==> src/hw/cspmc_pkg.sv <==
package cspmc_pkg;

  localparam logic [9:0] ADDR_PLL_CTRL   = 10'h010;
  localparam logic [9:0] ADDR_VCO_CAL    = 10'h018;
  localparam logic [9:0] ADDR_REF_EN     = 10'h01C;
  localparam logic [9:0] ADDR_VCO_DIV    = 10'h1E0;
  localparam logic [9:0] ADDR_SRC_ROUTE  = 10'h1E1;
  localparam logic [9:0] ADDR_APPLY      = 10'h232;

  localparam int POS_PLL_PWR_LO  = 0;
  localparam int POS_PFD_POL     = 7;
  localparam int POS_CAL         = 0;
  localparam int POS_BYPASS      = 0;
  localparam int POS_SRC_VCO     = 1;
  localparam int POS_APPLY       = 0;

  localparam logic [1:0] PLL_PWR_NORMAL = 2'h0;
  localparam logic [1:0] PLL_PWR_DOWN   = 2'h1;

  localparam logic [7:0] RST_PLL_CTRL  = 8'h01;
  localparam logic [7:0] RST_VCO_CAL   = 8'h00;
  localparam logic [7:0] RST_REF_EN    = 8'h00;
  localparam logic [7:0] RST_VCO_DIV   = 8'h00;
  localparam logic [7:0] RST_SRC_ROUTE = 8'h00;

  localparam int NUM_REGS = 5;
  localparam logic [2:0] NV_LAST_IDX = 3'h4;

  typedef struct packed {
    logic [7:0] pll_ctrl;
    logic [7:0] vco_cal;
    logic [7:0] ref_en;
    logic [7:0] vco_div;
    logic [7:0] src_route;
  } cspmc_regs_t;

  typedef struct packed {
    logic       pll_powered;
    logic       pfd_negative;
    logic       vco_selected;
    logic       vco_powered;
    logic       divider_bypass;
    logic [2:0] vco_div_code;
    logic [2:0] ref_enable;
  } cspmc_ctrl_t;

  localparam cspmc_regs_t RST_REGS = '{RST_PLL_CTRL, RST_VCO_CAL, RST_REF_EN, RST_VCO_DIV, RST_SRC_ROUTE};

endpackage

==> src/hw/cspmc_top.sv <==
`timescale 1ns/10ps
// Summary of operation
// PLL power field 00b runs the PLL, 01b powers it down asynchronously.
// Source bit 1 routes internal VCO, 0 routes external CLK input.
// Bypass bit 0 uses VCO divider output, 1 passes the source directly.
// Calibration starts when an update applies a calibration bit of 1.
// Host clears calibration bit and updates before requesting a new calibration.
// Host may skip that clear only for the first calibration after power-up.
// PFD polarity bit 0 is positive, 1 is negative.
// Host uses VCO divider with internal VCO unless direct mode or <=1600 MHz.
// Host bypasses the VCO divider only below 1600 MHz source frequency.
// Host runs calibration whenever the internal VCO is selected.
// Three-bit field enables reference inputs; disabled inputs stay unused.
// With external VCO below 1600 MHz, host sets PLL to normal operation.
// Settings can be saved to nonvolatile storage and reload at power-up.
// Reset defaults are PLL down, divider code 000b, divider used, CLK selected.
// With CLK selected, the internal VCO is unused and powered off.
// Writes are staged and applied on update strobe, which self-clears.
module cspmc_top (
  input  wire logic                 clk_sys_in,
  input  wire logic                 reset_n_in,
  input  wire logic                 reg_wr_in,
  input  wire logic                 reg_rd_in,
  input  wire logic [9:0]           reg_addr_in,
  input  wire logic [7:0]           reg_wdata_in,
  output logic      [7:0]           reg_rdata_out,
  input  wire logic                 nv_save_in,
  output logic                      nv_busy_out,
  output logic                      nv_wr_out,
  output logic      [2:0]           nv_addr_out,
  output logic      [7:0]           nv_wdata_out,
  input  wire logic [7:0]           nv_rdata_in,
  output cspmc_pkg::cspmc_ctrl_t    ctrl_out,
  output logic                      cal_start_out
);

  typedef enum logic [2:0] {
    CSPMC_LOAD = 3'h1,
    CSPMC_IDLE = 3'h2,
    CSPMC_SAVE = 3'h4
  } cspmc_state_t;

  cspmc_pkg::cspmc_regs_t stage;
  cspmc_pkg::cspmc_regs_t active;
  cspmc_state_t           state;
  logic [2:0]             nv_idx;
  logic                   cal_prev;
  logic [7:0]             stg_pll_ctrl;
  logic [7:0]             stg_vco_cal;
  logic [7:0]             stg_ref_en;
  logic [7:0]             stg_vco_div;
  logic [7:0]             stg_src_route;
  logic [7:0]             act_pll_ctrl;
  logic [7:0]             act_vco_cal;
  logic [7:0]             act_ref_en;
  logic [7:0]             act_vco_div;
  logic [7:0]             act_src_route;
  logic                   host_wr;
  logic [2:0]             wr_idx;
  logic                   load_step;
  logic                   load_last;
  logic [4:0]             load_hit;
  logic [4:0]             wr_hit;

  function automatic logic [7:0] reg_pick(input cspmc_pkg::cspmc_regs_t r, input logic [2:0] i);
    logic [7:0] v;
    v = 8'h00;
    case (i)
      3'h0:    v = r.pll_ctrl;
      3'h1:    v = r.vco_cal;
      3'h2:    v = r.ref_en;
      3'h3:    v = r.vco_div;
      3'h4:    v = r.src_route;
      default: v = 8'h00;
    endcase
    return v;
  endfunction

  function automatic logic [2:0] addr_idx(input logic [9:0] a);
    logic [2:0] i;
    i = 3'h7;
    case (a)
      cspmc_pkg::ADDR_PLL_CTRL:  i = 3'h0;
      cspmc_pkg::ADDR_VCO_CAL:   i = 3'h1;
      cspmc_pkg::ADDR_REF_EN:    i = 3'h2;
      cspmc_pkg::ADDR_VCO_DIV:   i = 3'h3;
      cspmc_pkg::ADDR_SRC_ROUTE: i = 3'h4;
      default:                   i = 3'h7;
    endcase
    return i;
  endfunction

  logic apply;
  assign apply = reg_wr_in && (state == CSPMC_IDLE) && (reg_addr_in == cspmc_pkg::ADDR_APPLY)
                 && reg_wdata_in[cspmc_pkg::POS_APPLY];

  // Host write and load step qualifiers
  assign host_wr   = reg_wr_in && (state == CSPMC_IDLE);
  assign wr_idx    = addr_idx(reg_addr_in);
  assign load_step = (state == CSPMC_LOAD);
  assign load_last = load_step && (nv_idx == cspmc_pkg::NV_LAST_IDX);

  // Staged and active words gathered in register order
  assign stage  = {stg_pll_ctrl, stg_vco_cal, stg_ref_en, stg_vco_div, stg_src_route};
  assign active = {act_pll_ctrl, act_vco_cal, act_ref_en, act_vco_div, act_src_route};

  // One-hot word selects for the nonvolatile load and for host writes
  always_comb begin
    load_hit = 5'h00;
    wr_hit   = 5'h00;
    for (int w = 0; w < cspmc_pkg::NUM_REGS; w++) begin
      load_hit[w] = load_step && (nv_idx == 3'(w));
      wr_hit[w]   = host_wr && (wr_idx == 3'(w));
    end
  end

  // Nonvolatile load at reset release, save on request
  always_ff @(posedge clk_sys_in or negedge reset_n_in) begin
    if (!reset_n_in) begin
      state  <= CSPMC_LOAD;
      nv_idx <= 3'h0;
    end else begin
      case (state)
        CSPMC_LOAD: begin
          nv_idx <= nv_idx + 3'h1;
          if (nv_idx == cspmc_pkg::NV_LAST_IDX) begin
            state  <= CSPMC_IDLE;
            nv_idx <= 3'h0;
          end
        end
        CSPMC_IDLE: begin
          if (nv_save_in) begin
            state <= CSPMC_SAVE;
          end
        end
        CSPMC_SAVE: begin
          nv_idx <= nv_idx + 3'h1;
          if (nv_idx == cspmc_pkg::NV_LAST_IDX) begin
            state  <= CSPMC_IDLE;
            nv_idx <= 3'h0;
          end
        end
        default: begin
          state  <= CSPMC_IDLE;
          nv_idx <= 3'h0;
        end
      endcase
    end
  end

  // Staged PLL power and polarity word
  always_ff @(posedge clk_sys_in or negedge reset_n_in) begin
    if (!reset_n_in) begin
      stg_pll_ctrl <= cspmc_pkg::RST_PLL_CTRL;
    end else if (load_hit[0]) begin
      stg_pll_ctrl <= nv_rdata_in;
    end else if (wr_hit[0]) begin
      stg_pll_ctrl <= reg_wdata_in;
    end
  end

  // Staged calibration word
  always_ff @(posedge clk_sys_in or negedge reset_n_in) begin
    if (!reset_n_in) begin
      stg_vco_cal <= cspmc_pkg::RST_VCO_CAL;
    end else if (load_hit[1]) begin
      stg_vco_cal <= nv_rdata_in;
    end else if (wr_hit[1]) begin
      stg_vco_cal <= reg_wdata_in;
    end
  end

  // Staged reference enable word
  always_ff @(posedge clk_sys_in or negedge reset_n_in) begin
    if (!reset_n_in) begin
      stg_ref_en <= cspmc_pkg::RST_REF_EN;
    end else if (load_hit[2]) begin
      stg_ref_en <= nv_rdata_in;
    end else if (wr_hit[2]) begin
      stg_ref_en <= reg_wdata_in;
    end
  end

  // Staged divider word
  always_ff @(posedge clk_sys_in or negedge reset_n_in) begin
    if (!reset_n_in) begin
      stg_vco_div <= cspmc_pkg::RST_VCO_DIV;
    end else if (load_hit[3]) begin
      stg_vco_div <= nv_rdata_in;
    end else if (wr_hit[3]) begin
      stg_vco_div <= reg_wdata_in;
    end
  end

  // Staged source routing word
  always_ff @(posedge clk_sys_in or negedge reset_n_in) begin
    if (!reset_n_in) begin
      stg_src_route <= cspmc_pkg::RST_SRC_ROUTE;
    end else if (load_hit[4]) begin
      stg_src_route <= nv_rdata_in;
    end else if (wr_hit[4]) begin
      stg_src_route <= reg_wdata_in;
    end
  end

  // Active PLL power and polarity word
  always_ff @(posedge clk_sys_in or negedge reset_n_in) begin
    if (!reset_n_in) begin
      act_pll_ctrl <= cspmc_pkg::RST_PLL_CTRL;
    end else if (apply || load_last) begin
      act_pll_ctrl <= stg_pll_ctrl;
    end
  end

  // Active calibration word
  always_ff @(posedge clk_sys_in or negedge reset_n_in) begin
    if (!reset_n_in) begin
      act_vco_cal <= cspmc_pkg::RST_VCO_CAL;
    end else if (apply || load_last) begin
      act_vco_cal <= stg_vco_cal;
    end
  end

  // Active reference enable word
  always_ff @(posedge clk_sys_in or negedge reset_n_in) begin
    if (!reset_n_in) begin
      act_ref_en <= cspmc_pkg::RST_REF_EN;
    end else if (apply || load_last) begin
      act_ref_en <= stg_ref_en;
    end
  end

  // Active divider word
  always_ff @(posedge clk_sys_in or negedge reset_n_in) begin
    if (!reset_n_in) begin
      act_vco_div <= cspmc_pkg::RST_VCO_DIV;
    end else if (apply || load_last) begin
      act_vco_div <= stg_vco_div;
    end
  end

  // Active routing word, last load word taken straight from the store
  always_ff @(posedge clk_sys_in or negedge reset_n_in) begin
    if (!reset_n_in) begin
      act_src_route <= cspmc_pkg::RST_SRC_ROUTE;
    end else if (load_last) begin
      act_src_route <= nv_rdata_in;
    end else if (apply) begin
      act_src_route <= stg_src_route;
    end
  end

  // Applied calibration bit, one cycle late
  always_ff @(posedge clk_sys_in or negedge reset_n_in) begin
    if (!reset_n_in) begin
      cal_prev <= 1'b0;
    end else begin
      cal_prev <= active.vco_cal[cspmc_pkg::POS_CAL];
    end
  end

  // Calibration start on applied 0-to-1 of calibration bit
  always_ff @(posedge clk_sys_in or negedge reset_n_in) begin
    if (!reset_n_in) begin
      cal_start_out <= 1'b0;
    end else begin
      cal_start_out <= active.vco_cal[cspmc_pkg::POS_CAL] && !cal_prev;
    end
  end

  // Register read, apply bit reads zero as it self-clears
  always_ff @(posedge clk_sys_in or negedge reset_n_in) begin
    if (!reset_n_in) begin
      reg_rdata_out <= 8'h00;
    end else if (reg_rd_in) begin
      reg_rdata_out <= reg_pick(stage, addr_idx(reg_addr_in));
    end
  end

  // Active control decode
  always_comb begin
    ctrl_out.pll_powered    = (active.pll_ctrl[1:0] == cspmc_pkg::PLL_PWR_NORMAL);
    ctrl_out.pfd_negative   = active.pll_ctrl[cspmc_pkg::POS_PFD_POL];
    ctrl_out.vco_selected   = active.src_route[cspmc_pkg::POS_SRC_VCO];
    ctrl_out.vco_powered    = active.src_route[cspmc_pkg::POS_SRC_VCO];
    ctrl_out.divider_bypass = active.src_route[cspmc_pkg::POS_BYPASS];
    ctrl_out.vco_div_code   = active.vco_div[2:0];
    ctrl_out.ref_enable     = active.ref_en[2:0];
  end

  assign nv_busy_out  = (state != CSPMC_IDLE);
  assign nv_wr_out    = (state == CSPMC_SAVE);
  assign nv_addr_out  = nv_idx;

  // Save data word, prepared one step ahead of its index
  always_ff @(posedge clk_sys_in or negedge reset_n_in) begin
    if (!reset_n_in) begin
      nv_wdata_out <= 8'h00;
    end else if (state == CSPMC_SAVE) begin
      nv_wdata_out <= reg_pick(active, nv_idx + 3'h1);
    end else begin
      nv_wdata_out <= reg_pick(active, 3'h0);
    end
  end

endmodule

==> config.mk <==
export PLATFORM = sky130hd
export DESIGN_NAME = cspmc_top
export DESIGN_NICKNAME = d
export VERILOG_FILES = /design/src/hw/cspmc_pkg.sv /design/src/hw/cspmc_top.sv
export SDC_FILE = /design/constraint.sdc
export NUM_CORES = 1
export LEC_CHECK = 0
export BUFFER_PORTS_ARGS = -buffer_cell sky130_fd_sc_hd__clkbuf_2
export CORE_MARGIN = 2
export CORE_UTILIZATION = 53
export CTS_CLUSTER_DIAMETER = 120
export CTS_CLUSTER_SIZE = 16
export DETAILED_ROUTE_END_ITERATION = 6
export GPL_ROUTABILITY_DRIVEN = 1
export PLACE_DENSITY = 0.8
export SLEW_MARGIN = 40
export SYNTH_ARGS = -nofsm -noshare
export SYNTH_HDL_FRONTEND = slang
export SYNTH_SLANG_ARGS = --single-unit
==> constraint.sdc <==
create_clock -name clk_sys_in -period 1.79 [get_ports clk_sys_in]
set_input_delay 0.2685 -clock clk_sys_in [delete_from_list [all_inputs] [get_ports clk_sys_in]]
set_output_delay 0.2685 -clock clk_sys_in [all_outputs]
set_load 0.02 [all_outputs]
==> flow_summary.html <==
<table>
<tr><th>Metric</th><th>Value</th></tr>
<tr><th colspan="2">Run status</th></tr>
<tr><td>Outcome</td><td>complete, but fails checks</td></tr>
<tr><td>Failing checks</td><td>negative setup slack</td></tr>
<tr><th colspan="2">Die</th></tr>
<tr><td>Placeable core region</td><td>0.0102 mm^2</td></tr>
<tr><td>Chip width</td><td>106 um</td></tr>
<tr><td>Full die area</td><td>0.0113 mm^2</td></tr>
<tr><td>Number of ports placed on the die boundary</td><td>64</td></tr>
<tr><td>Die Y-Extent</td><td>106 um</td></tr>
<tr><td>Row Count</td><td>37</td></tr>
<tr><td>Initial cell density of the core</td><td>0.542</td></tr>
<tr><th colspan="2">Power</th></tr>
<tr><td>Reg power frac</td><td>0.490</td></tr>
<tr><td>Internal power summed over all cells</td><td>3.50 mW</td></tr>
<tr><td>Fraction of power spent switching nets</td><td>0.330</td></tr>
<tr><td>Combinational share of power</td><td>0.246</td></tr>
<tr><td>Leakage power of the design</td><td>3.29 nW</td></tr>
<tr><td>Sw power</td><td>1.72 mW</td></tr>
<tr><td>Proportion of power drawn by the clock network</td><td>0.265</td></tr>
<tr><td>Max VDD drop</td><td>0.448 mV</td></tr>
<tr><td>Power Density</td><td>757 mW/mm^2</td></tr>
<tr><th colspan="2">STA</th></tr>
<tr><td>Pin slew with the least headroom to its limit</td><td>0.425 ns</td></tr>
<tr><td>Clk_skew</td><td>0.00865 ns</td></tr>
<tr><td>Hold Vio Cnt, Final</td><td>0</td></tr>
<tr><td>Unrepaired setup endpoints after global routing</td><td>true</td></tr>
<tr><td>Fmax</td><td>523 MHz</td></tr>
<tr><td>Hold WS</td><td>0.206 ns</td></tr>
<tr><td>Min Tclk post-route</td><td>1.91 ns</td></tr>
<tr><td>Final setup TNS</td><td>-5.20 ns</td></tr>
<tr><td>Slew Viols, Final</td><td>0</td></tr>
<tr><td>Setup violation total in the final timing report</td><td>72</td></tr>
<tr><td>Worst slew margin relative to its limit</td><td>0.716</td></tr>
<tr><td>Final cycle utilization of the critical path</td><td>1.07</td></tr>
<tr><td>Worst Setup Slack, final</td><td>-0.121 ns</td></tr>
<tr><th colspan="2">Placement</th></tr>
<tr><td>Post-placement worst setup slack</td><td>-0.115 ns</td></tr>
<tr><td>Port Buffers</td><td>63</td></tr>
<tr><td>Post-detailed-placement half-perimeter wirelength</td><td>10.5 mm</td></tr>
<tr><td>GPL Wtd Cong</td><td>0.878</td></tr>
<tr><th colspan="2">Drt</th></tr>
<tr><td>Detailed-route via count</td><td>4,132</td></tr>
<tr><td>Overall routed net length</td><td>15.0 mm</td></tr>
<tr><td>Post-DR wirelength/cell</td><td>22.5 um</td></tr>
<tr><td>Detailed Route Iter0 Violations</td><td>328</td></tr>
<tr><td>Detailed-router iteration count before antenna repair</td><td>5</td></tr>
<tr><td>Detail Route Antenna Nets</td><td>0</td></tr>
<tr><td>Remaining design rule violation count</td><td>0</td></tr>
<tr><td>Via density per instance</td><td>6.18</td></tr>
<tr><th colspan="2">Global routing</th></tr>
<tr><td>Via count of the first global-routing pass</td><td>4,284</td></tr>
<tr><td>Initial antenna violation count</td><td>0</td></tr>
<tr><td>Largest net degree at the start of global routing</td><td>48</td></tr>
<tr><td>Wire length of the first global-routing pass</td><td>23.4 mm</td></tr>
<tr><td>Grt total ovfl</td><td>0</td></tr>
<tr><td>Overall routing resource usage</td><td>0.273</td></tr>
<tr><th colspan="2">Synthesis</th></tr>
<tr><td>Post-synth design cell area</td><td>0.00555 mm^2</td></tr>
<tr><td>Share of cell area taken by muxes after synthesis</td><td>0.248</td></tr>
<tr><td>Number of enable-type register cells in the synthesized netlist</td><td>0</td></tr>
<tr><td>Adder-Cell Fraction of Synth Area</td><td>0.0203</td></tr>
<tr><td>Compound-cell area share of the yosys netlist</td><td>0.126</td></tr>
<tr><td>Most common flop cell mapped by yosys</td><td>sky130_fd_sc_hd__dfrtp_1</td></tr>
<tr><td>Dominant combinational cell family by area after synthesis</td><td>multiplexers</td></tr>
<tr><td>Synth Area in Simple Gates</td><td>0.0868</td></tr>
<tr><td>Share of the yosys chip area belonging to registers</td><td>0.470</td></tr>
<tr><td>Post-Synthesis Net Count</td><td>466</td></tr>
<tr><td>Gate Count Post-Synth</td><td>426</td></tr>
<tr><td>Flop and latch count out of synthesis</td><td>104</td></tr>
<tr><td>Count of synthesis-stage warnings from yosys</td><td>0</td></tr>
<tr><td>Async S/R FF share, synth</td><td>1.00</td></tr>
<tr><td>Mean post-synth cell area</td><td>13.0 um^2</td></tr>
<tr><td>Distinct cell type count of the synthesized netlist</td><td>54</td></tr>
<tr><td>Xor-xnor portion of the synthesized cell area</td><td>0.00158</td></tr>
<tr><th colspan="2">Layout</th></tr>
<tr><td>Fill cells</td><td>706</td></tr>
<tr><td>Layout Area Growth over Synthesis</td><td>24.4%</td></tr>
<tr><td>Layout cells sized above 1</td><td>0.537</td></tr>
<tr><td>Diodes inserted</td><td>0</td></tr>
<tr><td>Total number of nets in the final design</td><td>568</td></tr>
<tr><th colspan="2">CTS</th></tr>
<tr><td>CTS clock-pin slew for the worst setup and hold paths</td><td>0.10 ns</td></tr>
<tr><td>H-tree Lvls</td><td>3</td></tr>
<tr><td>Buffers from clock root to sink, at most</td><td>2</td></tr>
<tr><td>Total CTS buffers</td><td>9</td></tr>
<tr><td>Clock Sinks</td><td>104</td></tr>
<tr><td>Clock latency of the later-clocked register in the worst-skew pair</td><td>0.38 ns</td></tr>
<tr><td>Clock root buffer</td><td>sky130_fd_sc_hd__clkbuf_8</td></tr>
<tr><td>CTS tree</td><td>built</td></tr>
<tr><th colspan="2">Min path</th></tr>
<tr><td>Path class of the lowest-slack min-delay path</td><td>primary input to flop</td></tr>
<tr><th colspan="2">Worst setup path</th></tr>
<tr><td>Buffers and inverters on the worst path</td><td>1</td></tr>
<tr><td>Critical path's top delay family</td><td>simple AND/OR/NAND/NOR gates</td></tr>
<tr><td>Series of cell instances along the critical path</td><td>and4bb_4, nand3_4, o31ai_4, buf_6, mux2_4</td></tr>
<tr><td>Classification of the worst setup path</td><td>flop to flop</td></tr>
<tr><td>Required time worst endpoint</td><td>2.06 ns</td></tr>
<tr><td>CP max stage delay</td><td>0.47 ns</td></tr>
<tr><td>CP max FO</td><td>5</td></tr>
<tr><td>Cell at the slowest stage of the critical path</td><td>sky130_fd_sc_hd__dfrtp_2</td></tr>
<tr><td>Capturing element type of the critical path</td><td>flop</td></tr>
<tr><td>Critical path arrival</td><td>2.18 ns</td></tr>
<tr><td>Kind of launch point of the worst setup path</td><td>flop</td></tr>
<tr><th colspan="2">Job</th></tr>
<tr><td>Max-cap violations</td><td>0</td></tr>
</table>
cell usage in the layout, fill, tap and decap left out, types with 9 or more instances in the layout:
cell type	count
sky130_fd_sc_hd__mux2i_1	9
sky130_fd_sc_hd__dfrtp_1	96
sky130_fd_sc_hd__clkbuf_8	9
sky130_fd_sc_hd__buf_6	15
sky130_fd_sc_hd__mux2_4	69
sky130_fd_sc_hd__a32oi_1	9
sky130_fd_sc_hd__clkbuf_2	60
sky130_fd_sc_hd__a22oi_1	10
sky130_fd_sc_hd__mux2_2	35
sky130_fd_sc_hd__and2_1	10
sky130_fd_sc_hd__nand2_1	28
sky130_fd_sc_hd__buf_4	41
logic make-up (layout without fill, tap and decap cells):
| group | Yosys count | in the layout |
|---|---|---|
| flip-flops | 104 | 104 |
| adder cells (fa/ha/maj) | 9 | 9 |
| buffers and inverters | 42 | 149 |
| AO/OA/AOI/OAI | 80 | 80 |
| XOR/XNOR | 1 | 1 |
| multiplexers | 113 | 113 |
| AND/OR/NAND/NOR | 77 | 77 |
path summary, 6_finish.rpt:
path                                  from          endpoint  slack (ns)  cells past startpoint
setup / recovery                  state[2]   stg_pll_ctrl[2]       -0.12                      5
max in group asynchronous       reset_n_in   act_pll_ctrl[0]        0.97                      3
setup reg to reg                  state[2]   stg_pll_ctrl[2]       -0.12                      5
hold / removal             reg_wdata_in[3]  stg_src_route[3]        0.21                      2
hold reg to reg                   cal_prev     cal_start_out        0.40                      1
min in group asynchronous       reset_n_in          state[1]        0.26                      2
final cells by class:
class | count | area [um^2] | share of cell area
Clock buffer | 9 | 124 | 0.0180
Clock inverter | 7 | 55.1 | 0.00798
Inverter | 8 | 30.0 | 0.00435
Multi-Input combinational cell | 280 | 2980 | 0.431
Sequential cell | 104 | 2610 | 0.379
Tap cell | 136 | 170 | 0.0247
Timing Repair Buffer | 125 | 932 | 0.135
repair_timing:
item / CTS / global route
pin swaps: 4 / 13
setup buffers: 5 / 4
endpoints found under the setup margin: 81 / 88
hold buffers: 1 / 0
hold endpoints to repair: 37 / 0
gates resized for setup: 56 / 30
stage by stage:
step           total power [mW]  area (um^2)  cells  utilization
5_1_grt                    5.43         6900    669        0.674
6_report                   5.22         6900    669        0.674
4_1_cts                    5.09         6770    665        0.662
3_5_place_dp               3.63         6320    643        0.618
2_1_floorplan              3.16         5640    426            -
3_3_place_gp               3.60         6320    643        0.618
metal layers:
metal  wire, um  GRT usage  up-vias
li1           -          -     1816
met1       6160      0.349     2097
met2       7360      0.451      173
met3        949     0.0564       46
met4        566      0.119        0
met5          0          0        -
synth_stat cells, drive strengths merged, types with 2 or more instances:
library cell  instances  area (um^2)
and3                  2         12.5
nand2                29          109
a22oi                10         75.1
nor2                  6         25.0
nor3b                 9         72.6
mux2i                 9         90.1
ha                    9          113
nor3                  2         10.0
a32oi                 9         78.8
a221o                 8         80.1
o2bb2ai               8         70.1
o31ai                 2         42.5
a222oi                8         80.1
a311o                 7         70.1
mux2                104         1280
a22o                  8         70.1
a21oi                 4         20.0
nand3                 3         30.0
nor2b                 3         18.8
clkbuf                7         26.3
nor4b                 3         53.8
inv                   7         26.3
o21ai                10         53.8
and2                 12         77.6
buf                  27          211
dfrtp               101         2530
dfstp                 3         78.8
power by group through the flow:
stage / Clock, mW / Sequential (mW) / Combinational, mW
CTS: 1.41 / 2.55 / 1.13
finish: 1.38 / 2.56 / 1.28
global placement: 0 / 2.58 / 1.02
detailed placement: 0 / 2.58 / 1.05
floorplan: 0 / 2.55 / 0.611
global route: 1.50 / 2.57 / 1.36
No activity file was read; power rests on OpenSTA's default activity.
